<file path="src/include/iwd_pkg.sv">
// Package: constants, field layouts and enumerations of the instruction word decoder
package iwd_pkg;

   // ----------------------------------------------------------------
   // Word and field widths
   // ----------------------------------------------------------------
   localparam int unsigned WORD_W        = 16;
   localparam int unsigned FILE_W        = 8;
   localparam int unsigned FULL_FILE_W   = 12;
   localparam int unsigned BIT_W         = 3;
   localparam int unsigned LIT8_W        = 8;
   localparam int unsigned LIT12_W       = 12;
   localparam int unsigned LIT20_W       = 20;
   localparam int unsigned BRA_LONG_W    = 11;
   localparam int unsigned BRA_SHORT_W   = 8;
   localparam int unsigned CYC_W         = 2;

   // ----------------------------------------------------------------
   // Field positions
   // ----------------------------------------------------------------
   localparam int unsigned POS_FILE      = 0;
   localparam int unsigned POS_ACCESS    = 8;
   localparam int unsigned POS_DEST      = 9;
   localparam int unsigned POS_BIT       = 9;
   localparam int unsigned POS_FAST      = 0;
   localparam int unsigned POS_TBL_MODE  = 0;
   localparam int unsigned POS_FSR_SEL   = 4;

   // ----------------------------------------------------------------
   // Second-word marker and timing
   // ----------------------------------------------------------------
   localparam logic [3:0] SECOND_WORD_TAG = 4'hF;
   localparam int unsigned OSC_PER_CYCLE  = 4;
   localparam logic [CYC_W-1:0] CYC_ONE   = 2'h1;
   localparam logic [CYC_W-1:0] CYC_TWO   = 2'h2;
   localparam logic [CYC_W-1:0] CYC_THREE = 2'h3;

   // ----------------------------------------------------------------
   // Opcode patterns (upper bits of the first word)
   // ----------------------------------------------------------------
   localparam logic [3:0] OP4_MOVE_FF     = 4'hC;
   localparam logic [3:0] OP4_BIT_LO      = 4'h7;
   localparam logic [3:0] OP4_BIT_HI      = 4'hB;
   localparam logic [3:0] OP4_BRANCH_REL  = 4'hD;
   localparam logic [3:0] OP4_CONTROL     = 4'hE;
   localparam logic [3:0] OP4_LITERAL     = 4'h0;
   localparam logic [7:0] OP8_CALL_LO     = 8'hEC;
   localparam logic [7:0] OP8_CALL_HI     = 8'hED;
   localparam logic [7:0] OP8_GOTO        = 8'hEF;
   localparam logic [7:0] OP8_LOAD_FSR    = 8'hEE;
   localparam logic [7:0] OP8_COND_BRA_LO = 8'hE0;
   localparam logic [7:0] OP8_COND_BRA_HI = 8'hE7;
   localparam logic [7:0] OP8_LIT_LO      = 8'h08;
   localparam logic [7:0] OP8_LIT_HI      = 8'h0F;
   localparam logic [7:0] OP8_LIT_BANK    = 8'h01;
   localparam logic [7:0] OP8_LIT_RETURN  = 8'h0C;
   localparam logic [11:0] OP12_TBL       = 12'h000;
   localparam logic [15:0] WORD_RETURN_LO = 16'h0012;
   localparam logic [15:0] WORD_RETFIE_LO = 16'h0010;
   localparam logic [15:0] WORD_TBL_LO    = 16'h0008;
   localparam logic [15:0] WORD_TBL_HI    = 16'h000F;

   // ----------------------------------------------------------------
   // Enumerations
   // ----------------------------------------------------------------
   typedef enum logic [1:0] {
      IWD_CLS_BYTE    = 2'h0,
      IWD_CLS_BIT     = 2'h1,
      IWD_CLS_LITERAL = 2'h2,
      IWD_CLS_CONTROL = 2'h3
   } iwd_class_e;

   typedef enum logic [1:0] {
      IWD_TBL_KEEP     = 2'h0,
      IWD_TBL_POST_INC = 2'h1,
      IWD_TBL_POST_DEC = 2'h2,
      IWD_TBL_PRE_INC  = 2'h3
   } iwd_tbl_mode_e;

   typedef enum logic [1:0] {
      IWD_DW_NONE  = 2'h0,
      IWD_DW_MOVE  = 2'h1,
      IWD_DW_JUMP  = 2'h2,
      IWD_DW_LFSR  = 2'h3
   } iwd_dw_kind_e;

   // Sequencer states, Gray order along FIRST -> SECOND -> FILL
   typedef enum logic [1:0] {
      IWD_ST_FIRST  = 2'b00,
      IWD_ST_SECOND = 2'b01,
      IWD_ST_FILL   = 2'b11
   } iwd_state_e;

endpackage : iwd_pkg

</file>
<file path="src/include/iwd_phase_if.sv">
// Interface: quarter-cycle phase signals shared between the phase counter and the decoder
`timescale 1ns/100ps
`default_nettype none
interface iwd_phase_if;
   logic cycle_start;
   logic cycle_end;
   logic [1:0] phase;
   modport gen (output cycle_start, output cycle_end, output phase);
   modport use_p (input cycle_start, input cycle_end, input phase);
endinterface : iwd_phase_if
`default_nettype wire

</file>
<file path="src/design/iwd_phase_gen.sv">
// Module: divides the oscillator clock into four-period instruction cycles
`timescale 1ns/100ps
`default_nettype none
module iwd_phase_gen
   import iwd_pkg::*;
(
   input  wire logic   i_sys_clk,
   input  wire logic   i_arst_n,
   input  wire logic   i_clk_en,
   iwd_phase_if.gen    ph
);
   logic [1:0] phase_r;

   // Four oscillator periods per instruction cycle
   always_ff @(posedge i_sys_clk or negedge i_arst_n) begin
      if (!i_arst_n) begin
         phase_r <= 2'h0;
      end else if (i_clk_en) begin
         phase_r <= 2'(phase_r + 2'h1);
      end
   end

   assign ph.phase       = phase_r;
   assign ph.cycle_start = (phase_r == 2'h0);
   assign ph.cycle_end   = (phase_r == 2'(OSC_PER_CYCLE - 1));
endmodule : iwd_phase_gen
`default_nettype wire

</file>
<file path="src/design/iwd_decoder.sv">
// Module: instruction word decoder with operand fields and cycle cost
// Notes on behaviour
// - Instructions are one 16-bit word, except move, call, goto and pointer load, which span two words.
// - Second words carry ones in the top four bits; alone they act as NOP.
// - Single-word: one cycle; two when test true or PC changes, extra is NOP.
// - Double-word instructions take two instruction cycles.
// - One instruction cycle is four oscillator periods.
// - A two-word branch costs two instruction cycles; no instruction costs three.
// - Destination bit zero writes working register, one writes the file register.
// - Access bit zero selects access RAM; one uses the bank select register.
// - Bit instructions carry a three-bit index choosing bit 0 to 7.
// - File operations carry an 8-bit address with bank or access selection.
// - Byte-to-byte move carries 12-bit source and target addresses.
// - Literals come out as 8, 12 or 20 bits depending on instruction.
// - Table instructions carry a four-way table pointer update mode.
// - Relative branches use signed offsets; call and goto use absolute targets.
// - Instructions classed byte, bit, literal or control.
// - Fast bit set requests shadow save or restore; clear requests none.
`timescale 1ns/100ps
`default_nettype none
module iwd_decoder
   import iwd_pkg::*;
(
   input  wire logic                         i_sys_clk,
   input  wire logic                         i_arst_n,
   input  wire logic                         i_clk_en,
   input  wire logic                         i_word_valid,
   input  wire logic [iwd_pkg::WORD_W-1:0]   i_word,
   input  wire logic                         i_cond_true,
   output logic                              o_word_ready,
   output logic                              o_cycle_start,
   output logic                              o_dec_valid,
   output iwd_pkg::iwd_class_e               o_class,
   output logic                              o_double_word,
   output logic                              o_exec_nop,
   output logic                              o_dest_is_file,
   output logic                              o_use_bank_select,
   output logic [iwd_pkg::FILE_W-1:0]        o_file_addr,
   output logic [iwd_pkg::BIT_W-1:0]         o_bit_index,
   output logic [iwd_pkg::FULL_FILE_W-1:0]   o_source_file_address,
   output logic [iwd_pkg::FULL_FILE_W-1:0]   o_target_file_address,
   output logic [iwd_pkg::LIT8_W-1:0]        o_literal8,
   output logic [iwd_pkg::LIT12_W-1:0]       o_literal12,
   output logic [iwd_pkg::LIT20_W-1:0]       o_literal20,
   output logic [iwd_pkg::LIT20_W-1:0]       o_branch_offset,
   output logic                              o_branch_rel,
   output logic                              o_branch_cond,
   output logic                              o_fast_mode,
   output iwd_pkg::iwd_tbl_mode_e            o_table_pointer_update_mode,
   output logic [iwd_pkg::CYC_W-1:0]         o_cycle_cost
);
   import iwd_pkg::*;

   // ----------------------------------------------------------------
   // Instruction cycle timing
   // ----------------------------------------------------------------
   iwd_phase_if ph ();

   iwd_phase_gen u_phase (
      .i_sys_clk (i_sys_clk),
      .i_arst_n  (i_arst_n),
      .i_clk_en  (i_clk_en),
      .ph        (ph.gen)
   );

   // ----------------------------------------------------------------
   // First-word classification
   // ----------------------------------------------------------------
   logic [3:0]   op4;
   logic [7:0]   op8;
   iwd_class_e   cls;
   iwd_dw_kind_e dw_kind;
   logic         is_second_word;
   logic         pc_change;
   logic         is_cond;
   logic         is_table;
   logic         is_return;
   logic         is_rel_long;
   logic         is_rel_cond;

   assign op4 = i_word[15:12];
   assign op8 = i_word[15:8];
   // A lone second word cannot start a valid instruction
   assign is_second_word = (op4 == SECOND_WORD_TAG);
   assign is_table  = (i_word >= WORD_TBL_LO) && (i_word <= WORD_TBL_HI);
   assign is_return = (i_word[15:1] == WORD_RETURN_LO[15:1])
                   || (i_word[15:1] == WORD_RETFIE_LO[15:1]);
   assign is_rel_long = (op4 == OP4_BRANCH_REL);
   assign is_rel_cond = (op8 >= OP8_COND_BRA_LO) && (op8 <= OP8_COND_BRA_HI);

   always_comb begin
      cls       = IWD_CLS_BYTE;
      dw_kind   = IWD_DW_NONE;
      pc_change = 1'b0;
      is_cond   = 1'b0;
      // Opcode upper bits select the class
      if (op4 == OP4_MOVE_FF) begin
         cls     = IWD_CLS_CONTROL;
         dw_kind = IWD_DW_MOVE;
      end else if (op8 == OP8_CALL_LO || op8 == OP8_CALL_HI || op8 == OP8_GOTO) begin
         cls       = IWD_CLS_CONTROL;
         dw_kind   = IWD_DW_JUMP;
         pc_change = 1'b1;
      end else if (op8 == OP8_LOAD_FSR) begin
         cls     = IWD_CLS_LITERAL;
         dw_kind = IWD_DW_LFSR;
      end else if (is_second_word) begin
         cls = IWD_CLS_CONTROL;
      end else if (is_rel_long) begin
         cls       = IWD_CLS_CONTROL;
         pc_change = 1'b1;
      end else if (is_rel_cond) begin
         cls     = IWD_CLS_CONTROL;
         is_cond = 1'b1;
      end else if (op4 >= OP4_BIT_LO && op4 <= OP4_BIT_HI) begin
         cls     = IWD_CLS_BIT;
         is_cond = (op4 == 4'hA) || (op4 == 4'hB);
      end else if ((op8 >= OP8_LIT_LO && op8 <= OP8_LIT_HI) || op8 == OP8_LIT_BANK) begin
         cls       = IWD_CLS_LITERAL;
         // Return with a literal reloads the program counter
         pc_change = (op8 == OP8_LIT_RETURN);
      end else if (op4 == OP4_LITERAL) begin
         cls       = IWD_CLS_CONTROL;
         pc_change = is_return;
      end else begin
         cls     = IWD_CLS_BYTE;
         is_cond = (op4 == 4'h2 && i_word[11:10] == 2'h3)
                || (op4 == 4'h3 && i_word[11:10] == 2'h3)
                || (op4 == 4'h4 && i_word[11:10] != 2'h0)
                || (op4 == 4'h6 && i_word[11:9] <= 3'h2);
      end
   end

   // ----------------------------------------------------------------
   // Sequencer: first word, second word, filler cycles
   // ----------------------------------------------------------------
   iwd_state_e   state_r;
   iwd_dw_kind_e kind_r;
   logic [1:0]   fill_r;
   logic         take_word;

   // A word is taken once per instruction cycle, at its last phase
   assign take_word    = i_clk_en && ph.cycle_end && i_word_valid && (state_r != IWD_ST_FILL);
   assign o_word_ready = ph.cycle_end && (state_r != IWD_ST_FILL);
   assign o_cycle_start = ph.cycle_start;

   always_ff @(posedge i_sys_clk or negedge i_arst_n) begin
      if (!i_arst_n) begin
         state_r <= IWD_ST_FIRST;
         kind_r  <= IWD_DW_NONE;
         fill_r  <= 2'h0;
      end else if (i_clk_en && ph.cycle_end) begin
         unique case (state_r)
            IWD_ST_FIRST: begin
               if (i_word_valid) begin
                  kind_r <= dw_kind;
                  if (dw_kind != IWD_DW_NONE) begin
                     state_r <= IWD_ST_SECOND;
                  end else if (pc_change || (is_cond && i_cond_true)) begin
                     fill_r  <= 2'h1;
                     state_r <= IWD_ST_FILL;
                  end
               end
            end
            IWD_ST_SECOND: begin
               if (i_word_valid) begin
                  state_r <= IWD_ST_FIRST;
               end
            end
            IWD_ST_FILL: begin
               if (fill_r == 2'h1) begin
                  state_r <= IWD_ST_FIRST;
               end
               fill_r <= 2'(fill_r - 2'h1);
            end
            default: begin
               state_r <= IWD_ST_FIRST;
            end
         endcase
      end
   end

   // ----------------------------------------------------------------
   // Field registers
   // ----------------------------------------------------------------
   logic take_first;
   logic take_second;
   assign take_first  = take_word && (state_r == IWD_ST_FIRST);
   assign take_second = take_word && (state_r == IWD_ST_SECOND);

   always_ff @(posedge i_sys_clk or negedge i_arst_n) begin
      if (!i_arst_n) begin
         o_class                     <= IWD_CLS_CONTROL;
         o_double_word               <= 1'b0;
         o_exec_nop                  <= 1'b1;
         o_dest_is_file              <= 1'b0;
         o_use_bank_select           <= 1'b0;
         o_file_addr                 <= 8'h00;
         o_bit_index                 <= 3'h0;
         o_literal8                  <= 8'h00;
         o_branch_rel                <= 1'b0;
         o_branch_cond               <= 1'b0;
         o_fast_mode                 <= 1'b0;
         o_table_pointer_update_mode <= IWD_TBL_KEEP;
         o_cycle_cost                <= CYC_ONE;
      end else if (take_first) begin
         o_class           <= cls;
         o_double_word     <= (dw_kind != IWD_DW_NONE);
         o_exec_nop        <= is_second_word;
         o_dest_is_file    <= i_word[POS_DEST];
         o_use_bank_select <= i_word[POS_ACCESS];
         o_file_addr       <= i_word[POS_FILE +: FILE_W];
         o_bit_index       <= i_word[POS_BIT +: BIT_W];
         o_literal8        <= i_word[LIT8_W-1:0];
         o_branch_rel      <= is_rel_long || is_rel_cond;
         o_branch_cond     <= is_cond;
         o_fast_mode       <= (is_return || dw_kind == IWD_DW_JUMP)
                              && i_word[POS_FAST];
         o_table_pointer_update_mode <= is_table
            ? iwd_tbl_mode_e'(i_word[POS_TBL_MODE +: 2]) : IWD_TBL_KEEP;
         if (dw_kind != IWD_DW_NONE) begin
            o_cycle_cost <= CYC_TWO;
         end else if (pc_change || (is_cond && i_cond_true)) begin
            o_cycle_cost <= CYC_TWO;
         end else begin
            o_cycle_cost <= CYC_ONE;
         end
      end
   end

   // Skip over a following double word costs no extra cycle; CYC_THREE stays unused
   logic [CYC_W-1:0] unused_cost;
   assign unused_cost = CYC_THREE;

   // Wide fields: first word supplies low part of o_literal20 and high part of o_literal12, second word the rest
   logic [LIT8_W-1:0] lo8_r;
   logic [3:0]        fsr_sel_r;

   always_ff @(posedge i_sys_clk or negedge i_arst_n) begin
      if (!i_arst_n) begin
         lo8_r                 <= 8'h00;
         fsr_sel_r             <= 4'h0;
         o_source_file_address <= 12'h000;
         o_target_file_address <= 12'h000;
         o_literal12           <= 12'h000;
         o_literal20           <= 20'h00000;
         o_branch_offset       <= 20'h00000;
         o_dec_valid           <= 1'b0;
      end else if (i_clk_en) begin
         o_dec_valid <= 1'b0;
         if (take_first) begin
            lo8_r     <= i_word[7:0];
            fsr_sel_r <= i_word[7:4];
            o_dec_valid <= (dw_kind == IWD_DW_NONE);
            if (dw_kind == IWD_DW_MOVE) begin
               o_source_file_address <= i_word[FULL_FILE_W-1:0];
            end
            if (is_rel_long) begin
               o_branch_offset <= {{(LIT20_W-BRA_LONG_W){i_word[BRA_LONG_W-1]}},
                                   i_word[BRA_LONG_W-1:0]};
            end else if (is_rel_cond) begin
               o_branch_offset <= {{(LIT20_W-BRA_SHORT_W){i_word[BRA_SHORT_W-1]}},
                                   i_word[BRA_SHORT_W-1:0]};
            end
         end else if (take_second) begin
            o_dec_valid <= 1'b1;
            unique case (kind_r)
               IWD_DW_MOVE:
                  o_target_file_address <= i_word[FULL_FILE_W-1:0];
               IWD_DW_JUMP:
                  o_literal20 <= {i_word[11:0], lo8_r};
               IWD_DW_LFSR:
                  o_literal12 <= {fsr_sel_r[3:0], i_word[7:0]};
               IWD_DW_NONE: begin
               end
            endcase
         end
      end
   end

endmodule : iwd_decoder
`default_nettype wire

</file>
<file path="config.mk">
export PLATFORM = sky130hd
export DESIGN_NAME = iwd_decoder
export DESIGN_NICKNAME = d
export VERILOG_FILES = /design/src/include/iwd_pkg.sv /design/src/include/iwd_phase_if.sv /design/src/design/iwd_phase_gen.sv /design/src/design/iwd_decoder.sv
export SDC_FILE = /design/constraint.sdc
export NUM_CORES = 1
export LEC_CHECK = 0
export ABC_AREA = 1
export ABC_CLOCK_PERIOD_IN_PS = 1600
export BUFFER_PORTS_ARGS = -buffer_cell sky130_fd_sc_hd__buf_4
export CORE_ASPECT_RATIO = 0.5
export CORE_UTILIZATION = 45
export CTS_BUF_LIST = sky130_fd_sc_hd__clkbuf_4 sky130_fd_sc_hd__clkbuf_8
export CTS_CLUSTER_SIZE = 20
export DETAILED_ROUTE_END_ITERATION = 8
export PLACE_DENSITY_LB_ADDON = 0.3
export SYNTH_ARGS = -nofsm -noshare
export SYNTH_HDL_FRONTEND = slang
export SYNTH_SLANG_ARGS = --single-unit
</file>
<file path="constraint.sdc">
create_clock -name i_sys_clk -period 1.6 [get_ports i_sys_clk]
set_input_delay 0.08 -clock i_sys_clk [delete_from_list [all_inputs] [get_ports i_sys_clk]]
set_output_delay 0.08 -clock i_sys_clk [all_outputs]
set_load 0.05 [all_outputs]
</file>
* After elaboration in Yosys (flattened, before gate mapping)
Index checks and enable logic that the tools add are counted.
** Word-level totals
- Bits in registers :: 121
- Latch bits :: 0
- RAM bits :: 0
- Bits in read-only memories :: 0
- Bits of input ports :: 21
- Output and inout port bits :: 111
- Word-level logic and storage cells :: 161
- Memories kept :: 0
** Operators by class
- $add $sub $neg :: 2
- Multiply operators :: 0
- Divide/modulo/power cells :: 0
- $lt $le $gt $ge :: 9
- Eq/ne operators :: 34
- Shift-type cells :: 0
- Multiplexer cells :: 47
- Bitwise operators :: 1
- Reductions and logical operators :: 44
** Operator list (number)
- 2-to-1 mux 2 bit :: 23
- 2-to-1 mux 20 bit :: 2
- equality test 8 bit (second input constant) :: 4
- equality test 15 x 4 -> 1 bit (second input constant) :: 2
- equality test 4 bit (second input constant) :: 5
- 2-to-1 mux 1 bit :: 20
- greater-or-equal comparator 16 x 4 -> 1 bit (second input constant) :: 1
- less-or-equal comparator 16 x 4 -> 1 bit (second input constant) :: 1
- logical AND 1 bit :: 16
- equality test 2 bit (second input constant) :: 6
- AND reduction 4 bit :: 3
- logical OR 1 bit :: 11
- inequality test 2 bit (second input constant) :: 5
- AND reduction 5 bit :: 2
- AND reduction 3 bit :: 3
- equality test 2 x 1 -> 1 bit (second input constant) :: 4
- equality test 4 x 2 -> 1 bit (second input constant) :: 2
- equality test 4 x 3 -> 1 bit (second input constant) :: 2
- equality test 8 x 1 -> 1 bit (second input constant) :: 1
- equality test 8 x 4 -> 1 bit (second input constant) :: 1
- greater-or-equal comparator 8 x 4 -> 1 bit (second input constant) :: 1
- greater-or-equal comparator 8 bit (second input constant) :: 1
- less-or-equal comparator 8 x 4 -> 1 bit (second input constant) :: 1
- less-or-equal comparator 8 bit (second input constant) :: 1
- other kinds (14) :: 19

* Logic depth before layout (Yosys ltp)
Gate-level depths: netlist of the first run.
- Depth after elaboration :: 20
- Mapped depth :: 12
- Depth with buffers taken out :: 12

* By module
Synthesis of the first run repeated with hierarchy kept, for this count alone.
** Second synthesis, totals
- Cells, all modules :: 485
- Area, all modules :: 4436.8 um^2
** Modules (own cells, without submodules)
- iwd_decoder :: times used 1, cells each 472, area an instance 4327.9 um^2, seq. area each 2632.5 um^2
- iwd_phase_gen :: times used 1, cells each 13, area an instance 108.9 um^2, seq. area each 50.0 um^2

* Least setup slack after synthesis of the first run
Ideal clock, no wire load.
- Path type :: register to register
- Start point :: register u_phase.phase_r[0], in the netlist u_phase.ph.phase[0]
- End point :: register o_branch_offset[18] in the netlist's numbering
- Setup time :: 0.125 ns
- Arrival :: 1.377 ns
- Required time :: 1.475 ns
- Slack :: 0.098 ns
- Stages on the path, launching flop included :: 9
- Buffers on the path :: 1
- Period minus slack after synthesis :: 1.502 ns
- Cells stage by stage :: dfrtp_1 -> ha_1 -> nand2_2 -> nor2_2 -> nand2_2 -> inv_2 -> nand2_2 -> buf_6 -> mux2_4
** On the way
- Word-level cells in the longest chain between the ends :: 6
** RTL lines
- start, declared :: RTL line iwd_phase_gen.sv:12 : logic [1:0] phase_r;
- start signal, assigned :: RTL line iwd_phase_gen.sv:19 : phase_r <= 2'(phase_r + 2'h1);
- equality test 2 bit :: RTL line iwd_phase_gen.sv:25 : assign ph.cycle_end = (phase_r == 2'(OSC_PER_CYCLE - 1));
- logical AND 1 bit (3 in a row) :: RTL line iwd_decoder.sv:143 : assign take_word = i_clk_en && ph.cycle_end && i_word_valid && (state_r != IWD_ST_FILL);
- logical AND 1 bit :: RTL line iwd_decoder.sv:188 : assign take_first = take_word && (state_r == IWD_ST_FIRST);
- AND reduction 3 bit (no line)
- end signal, assigned :: RTL line iwd_decoder.sv:259 : o_branch_offset <= {{(LIT20_W-BRA_LONG_W){i_word[BRA_LONG_W-1]}},
- end signal, assigned :: RTL line iwd_decoder.sv:262 : o_branch_offset <= {{(LIT20_W-BRA_SHORT_W){i_word[BRA_SHORT_W-1]}},
- end, declared :: RTL line iwd_decoder.sv:45 : output logic [iwd_pkg::LIT20_W-1:0] o_branch_offset,
No other way between the ends.
A chain may end at the register's enable or synchronous reset.

* Worst setup path in the final report of the first run
- Start point :: register u_phase.phase_r[0], in the netlist u_phase.ph.phase[0]
- End point :: register o_literal20[19] in the netlist's numbering
** On the way
- Word-level cells in the longest chain between the ends :: 7
- Elaborated cells on any way between the ends :: 8
- Classes of those cells :: 1 x eq/ne; 1 x bitwise; 6 x reduce/logical
** RTL lines
- equality test 2 bit * :: RTL line iwd_phase_gen.sv:25
- logical AND 1 bit * (3 in a row) :: RTL line iwd_decoder.sv:143
- logical AND 1 bit :: RTL line iwd_decoder.sv:188
- NOT 1 bit (no line)
- AND reduction 4 bit (no line) *
- end signal, assigned :: RTL line iwd_decoder.sv:271 : o_literal20 <= {i_word[11:0], lo8_r};
- end, declared :: RTL line iwd_decoder.sv:44 : output logic [iwd_pkg::LIT20_W-1:0] o_literal20,
Every way passes the cells marked *; elsewhere a longest branch is shown, timed or not.

==> flow_metrics.py, run 1 <==
metrics = {
    "setup_path": {
        "cp.arrival_ns": 1.79,
        "crit_required_ns": 1.85,
        "ff2ff_path_depth": 9,
        "startpoint_type": "flop",
        "worst_setup_path_end_kind": "flop",
        "timing.rr.end": "o_literal20[19]",
        "ff2ff_setup_slack_ns": 0.06,
        "worstPathMaxFanout": 20,
        "timing.rr.start": "u_phase.ph.phase[0]",
        "path_class": "reg2reg",
    },
    "floorplanning": {
        "dieWidth_um": 142,
        "fp.coreArea_um2": 9510,
        "die_y_um": 72.2,
        "start_util": 0.467,
        "rows": 25,
        "ios": 132,
        "dieArea_um2": 10300,
    },
    "place": {
        "placed_cells_incl_taps": 723,
        "port_buffers": 131,
        "routabilityCongestion": 0.880,
        "place_ws_ns": 0.00820,
        "hpwl_um": 7770,
    },
    "finish": {
        "diodes": 0,
        "stdcell_count": 755,
        "drive_above_1_share": 0.311,
        "syn_to_final_growth_pct": 35.7,
        "fin_nets": 639,
    },
    "pwr": {
        "power_density_nw_per_um2": 2100,
        "seqPwrFrac": 0.340,
        "power.internal_w": 0.00649,
        "switching_share": 0.487,
        "p_total_w": 0.0127,
        "max-vdd-ir-drop_v": 0.000984,
        "comb_power_share": 0.515,
        "power_leakage_nw": 3.16,
        "p_sw_w": 0.00617,
        "clkPwrFrac": 0.145,
    },
    "grt": {
        "grtUsageMet2": 0.352,
        "grt_max_degree": 41,
        "grt_pass1_wl_um": 17000,
        "antenna_found_initial": 0,
        "track_usage": 0.221,
        "top_usage_layer": "met2",
        "grt_pass1_vias": 3344,
        "grt_overflow": 0,
        "grtUsageMet3": 0.0528,
        "grtUsageMet1": 0.303,
    },
    "hold_path": {
        "holdCritPathClass": "in2reg",
        "hold_depth": 4,
        "min-delay-start": "i_cond_true",
        "min_to": "o_cycle_cost[0]",
    },
    "synthesis": {
        "yosysMostFrequentCell": "nand2_1",
        "synth_common_cells": "140 x nand2_1, 103 x dfrtp_1, 60 x o21ai_0",
        "syn_nets": 502,
        "ys_seq_area_frac": 0.604,
        "synth_edf_count": 0,
        "yosys-top-cells-area": "dfrtp_1 58%, nand2_1 12%, o21ai_0 6.8%, o21ai_1 3.4%, buf_4 3.2%",
        "synth_area_per_cell_um2": 9.29,
        "ys.flop_type": "dfrtp_1",
        "ys_seq_elements": 107,
        "synth.largest_area_cell": "dfrtp_1",
        "syn_inst": 478,
        "synthesis.area_um2": 4440,
        "synth_top_area_frac": 0.580,
        "yosys_warnings": 0,
        "yosysUniqueCellTypes": 29,
        "async_flop_share": 1.00,
    },
    "clocking": {
        "cts-root-buf": "clkbuf_8",
        "clk_pin_slew_ns": 0.10,
        "clk_path_buf_depth": 2,
        "cts_tree": "done",
        "h-tree-depth": 3,
        "cts_buffers": 9,
        "clk_latency_ns": 0.37,
        "clkSinkCount": 107,
    },
    "timing": {
        "period_share": 0.963,
        "max_freq_ghz": 0.649,
        "worst_slack_ns": 0.0594,
        "hold_viol": 0,
        "worstMarginPinSlew_ns": 0.495,
        "rsz0062_at_grt": "true",
        "tns_ns": 0,
        "slew_headroom": 0.670,
        "maxSlewViolCount": 0,
        "setup_violations": 0,
        "fin_skew_ns": 0.00720,
        "min_period_ns": 1.54,
    },
    "run": {
        "cap_violations": 0,
    },
    "status": {
        "status": "finished clean",
    },
    "route": {
        "vias_per_cell": 4.90,
        "via_count": 3700,
        "routed_wl_um": 11200,
        "wire_per_inst_um": 14.9,
        "drt.antenna.violating_nets": 0,
        "first_iter_violations": 241,
        "drt_pass1_iterations": 4,
        "drc": 0,
    },
}
[flip-flops by register name, indices dropped and copies added, names as in the netlist, 2 cells and up]
register and cells:
o_target_file_address 12, o_literal20 20, o_source_file_address 12, fill_r 2
o_cycle_cost 2, lo8_r 8, o_bit_index 3, o_branch_offset 11
o_class 2, kind_r 2, state_r 2, u_phase.ph.phase 2
o_literal12 12, o_table_pointer_update_mode 2, o_literal8 8
[area by class of cell]
type / instances / area [um2]
clock buffer: 10 / 138
clock inverter: 6 / 86.3
fill: 806 / 3480
inverter: 39 / 156
multi-input combinational: 297 / 1440
sequential: 107 / 2680
tap: 135 / 169
timing repair buffer: 161 / 1350
[placed cells by master, fill, tap and decap left out, drive strengths merged]
cell and instances:
nand2 146, clkinvlp 1, clkbuf 12, o22ai 2, o221ai 1, dlygate4sd3 10
mux2 3, a21oi 3, ha 3, bufinv 2, o21a 1, nor3 5
nand4 1, dfstp 4, dfrtp 103, xor2 1, nor2 28, clkinv 2
a31oi 1, buf 149, inv 40, nand3 11, and2 1, o21ai 90
[metrics by stage]
stage / hold WS (ns) / util / instance area (um2)
after CTS: 0.00748 / 0.616 / 5860
final: 0.0301 / 0.634 / 6030
after floorplan: -0.216 / - / 4440
after global routing: 0.0489 / 0.634 / 6030
after detailed placement: 0.0827 / 0.582 / 5530
after global placement: 0.0800 / 0.582 / 5530
[per-layer routing]
layer	vias up	part of all wire
met4	0	0.014
met1	1805	0.46
li1	1783	-
met2	94	0.48
met5	-	0
met3	18	0.050
[cells by family (layout without fill, tap and decap cells)]
group	after synthesis	after routing	share of synthesized area
simple gates	192	192	0.175
flops	107	107	0.604
xor+xnor	1	1	0.00197
buf+inv	74	216	0.0873
fa+ha+maj	3	3	0.00845
compound gates	98	98	0.113
mux	3	3	0.0101
[power by group through the flow]
stage               Clock (W)  Sequential, W  Combinational (W)
floorplan                   0        0.00688            0.00199
global placement            0        0.00430            0.00631
detailed placement          0        0.00433            0.00640
CTS                   0.00189        0.00428            0.00643
global route          0.00197        0.00442            0.00689
finish                0.00184        0.00430            0.00652
[critical path: stages, from the launching register on]
cell and delay (ns):
dfrtp_1 0.37, ha_2 0.18, nand2_2 0.08, nor2_4 0.15, nand3_4 0.10, inv_4 0.09, nand3_4 0.09, clkbuf_16 0.20
nand2_1 0.06, o21ai_0 0.08
[worst max-delay path by stage]
stage | startpoint | end | cells past startpoint
after detailed placement | u_phase.ph.phase[0] | o_literal20[5] | 8
after global placement | u_phase.ph.phase[0] | o_source_file_address[3] | 9
after global routing | u_phase.ph.phase[0] | kind_r[0] | 9
after CTS | u_phase.ph.phase[0] | o_source_file_address[9] | 9
final | u_phase.ph.phase[0] | o_literal20[19] | 9
after floorplan | u_phase.ph.phase[0] | o_branch_offset[18] | 8
[what timing repair did]
action,in CTS,in global routing
setup endpoints to repair,1,78
gates cloned,0,2
endpoints found under the hold margin,51,0
gates resized for setup,1,27
setup buffers,0,4
hold buffers,10,0
No activity file was read; power rests on OpenSTA's default activity.
==> run 2, diff against run 1 <==
--- a/config.mk
+++ b/config.mk
@@ -13,6 +13,7 @@
 export CTS_BUF_LIST = sky130_fd_sc_hd__clkbuf_4 sky130_fd_sc_hd__clkbuf_8
 export CTS_CLUSTER_SIZE = 20
 export DETAILED_ROUTE_END_ITERATION = 8
+export MAX_ROUTING_LAYER = met4
 export PLACE_DENSITY_LB_ADDON = 0.3
 export SYNTH_ARGS = -nofsm -noshare
 export SYNTH_HDL_FRONTEND = slang
==> flow_metrics.py, run 2 (same netlist as run 1, synthesis figures left out) <==
metrics = {
    "route": {
        "vias_per_cell": 4.90,
        "drc": 0,
        "first_iter_violations": 246,
        "drt.antenna.violating_nets": 0,
        "routed_wl_um": 11200,
        "wire_per_inst_um": 14.8,
        "via_count": 3699,
        "drt_pass1_iterations": 5,
    },
    "pwr": {
        "power.internal_w": 0.00649,
        "power_leakage_nw": 3.16,
        "p_total_w": 0.0126,
        "switching_share": 0.487,
        "max-vdd-ir-drop_v": 0.000985,
        "seqPwrFrac": 0.340,
        "comb_power_share": 0.515,
        "p_sw_w": 0.00615,
        "power_density_nw_per_um2": 2100,
        "clkPwrFrac": 0.145,
    },
    "setup_path": {
        "cp.arrival_ns": 1.81,
        "ff2ff_path_depth": 9,
        "crit_required_ns": 1.85,
        "cp.depth": 9,
        "cpPeakStageDelay_ns": 0.37,
        "worst_setup_path_end_kind": "flop",
        "critPathLaunch": "u_phase.ph.phase[0]",
        "path_cells": "ha_2 -> nand2_2 -> nor2_4 -> nand3_2 -> inv_4 -> nand3_4 -> clkbuf_16 -> nand2_1 -> o21ai_0",
        "cp_top_family": "simple AND/OR/NAND/NOR gates",
        "cp_slowest_cell": "dfrtp_1",
        "worstPathMaxFanout": 20,
        "startpoint_type": "flop",
        "timing.rr.start": "u_phase.ph.phase[0]",
        "path_class": "reg2reg",
        "crit_buf_inv": 2,
    },
    "clocking": {
        "clkSinkCount": 107,
        "clk_path_buf_depth": 2,
        "clk_pin_slew_ns": 0.10,
        "cts_buffers": 9,
        "cts_tree": "done",
        "cts-root-buf": "clkbuf_8",
        "clk_latency_ns": 0.37,
        "h-tree-depth": 3,
    },
    "timing": {
        "fin_skew_ns": 0.00896,
        "holdWs_ns": 0.0326,
        "worstMarginPinSlew_ns": 0.495,
        "tns_ns": 0,
        "hold_viol": 0,
        "slew_headroom": 0.670,
        "min_period_ns": 1.56,
        "rsz0062_at_grt": "true",
        "setup_violations": 0,
        "max_freq_ghz": 0.641,
        "period_share": 0.975,
        "maxSlewViolCount": 0,
    },
    "run": {
        "cap_violations": 0,
    },
    "floorplanning": {
        "fp.coreArea_um2": 9510,
        "dieWidth_um": 142,
        "dieArea_um2": 10300,
        "start_util": 0.467,
        "ios": 132,
        "rows": 25,
        "die_y_um": 72.2,
    },
    "finish": {
        "drive_above_1_share": 0.310,
        "fin_util": 0.633,
        "fin_nets": 639,
        "layout_commonest_cell": "buf_4",
        "syn_to_final_growth_pct": 35.5,
        "top_register": "o_literal20",
        "largest_reg_flops": 20,
        "layout_common_cells": "141 x buf_4, 139 x nand2_1, 103 x dfrtp_1",
        "diodes": 0,
    },
    "place": {
        "hpwl_um": 7770,
        "routabilityCongestion": 0.895,
        "port_buffers": 131,
    },
    "grt": {
        "track_usage": 0.229,
        "grt_pass1_vias": 3354,
        "antenna_found_initial": 0,
        "grt_overflow": 0,
        "grt_pass1_wl_um": 17000,
        "grt_max_degree": 41,
    },
    "status": {
        "status": "finished clean",
    },
    "hold_path": {
        "holdCritPathClass": "in2reg",
        "hold_depth": 4,
        "min-delay-start": "i_cond_true",
    },
}
-- run 2: cell counts in the layout (fill, tap and decap cells not counted) --
Identical to the previous run, type by type.
-- run 2: layout make-up --
| cell class | instances | area (um2) |
|---|---|---|
| Multi-Input combinational cell | 297 | 1430 |
| Clock inverter | 6 | 86.3 |
| Timing Repair Buffer | 161 | 1350 |
| Clock buffer | 10 | 138 |
| Fill cell | 808 | 3490 |
| Sequential cell | 107 | 2680 |
| Tap cell | 135 | 169 |
| Inverter | 39 | 156 |
-- run 2: power by group through the flow --
stage | sequential [W] | clock (W) | combinational (W)
floorplan | 0.00688 | 0 | 0.00199
global placement | 0.00430 | 0 | 0.00631
global route | 0.00441 | 0.00198 | 0.00688
CTS | 0.00428 | 0.00189 | 0.00643
detailed placement | 0.00433 | 0 | 0.00640
finish | 0.00429 | 0.00183 | 0.00651
-- run 2: metal layers --
metal | vias to the layer above | wire (um) | GRT usage | part of all wire
li1 | 1783 | - | - | -
met1 | 1805 | 5240 | 0.304 | 0.47
met2 | 97 | 5270 | 0.352 | 0.47
met3 | 14 | 555 | 0.0528 | 0.050
met4 | 0 | 141 | 0.0693 | 0.013
met5 | - | 0 | - | 0
-- run 2: path summary, 6_finish.rpt --
| kind | to | slack (ns) |
|---|---|---|
| worst max-delay path | o_literal20[19] | 0.04 |
| worst min-delay path | o_cycle_cost[0] | 0.03 |
| worst max register to register | o_literal20[19] | 0.04 |
| worst min register to register | o_cycle_cost[0] | 0.47 |
| max in group asynchronous | o_cycle_cost[0] | 0.73 |
| min in group asynchronous | o_source_file_address[6] | 0.20 |
-- run 2: stage by stage --
step	cells	cell area [um2]	setup WS, ns
5_1_grt	755	6020	-0.0446
6_report	755	6020	0.0401
2_1_floorplan	478	4440	0.0981
3_3_place_gp	723	5530	0.0961
3_5_place_dp	723	5530	0.00820
4_1_cts	749	5860	0.00167
-- run 2: worst min-delay path, cell delays in order --
cell and delay [ns]:
buf_4 0.08, nand2_1 0.10, nand3_2 0.11, nand2_1 0.05
-- run 2: timing repair --
action	4_1_cts	5_1_grt
hold endpoints to repair	51	0
gates resized for setup	1	25
cloned	0	2
setup endpoints to repair	1	78
buffers inserted	0	4
hold buffers	10	0
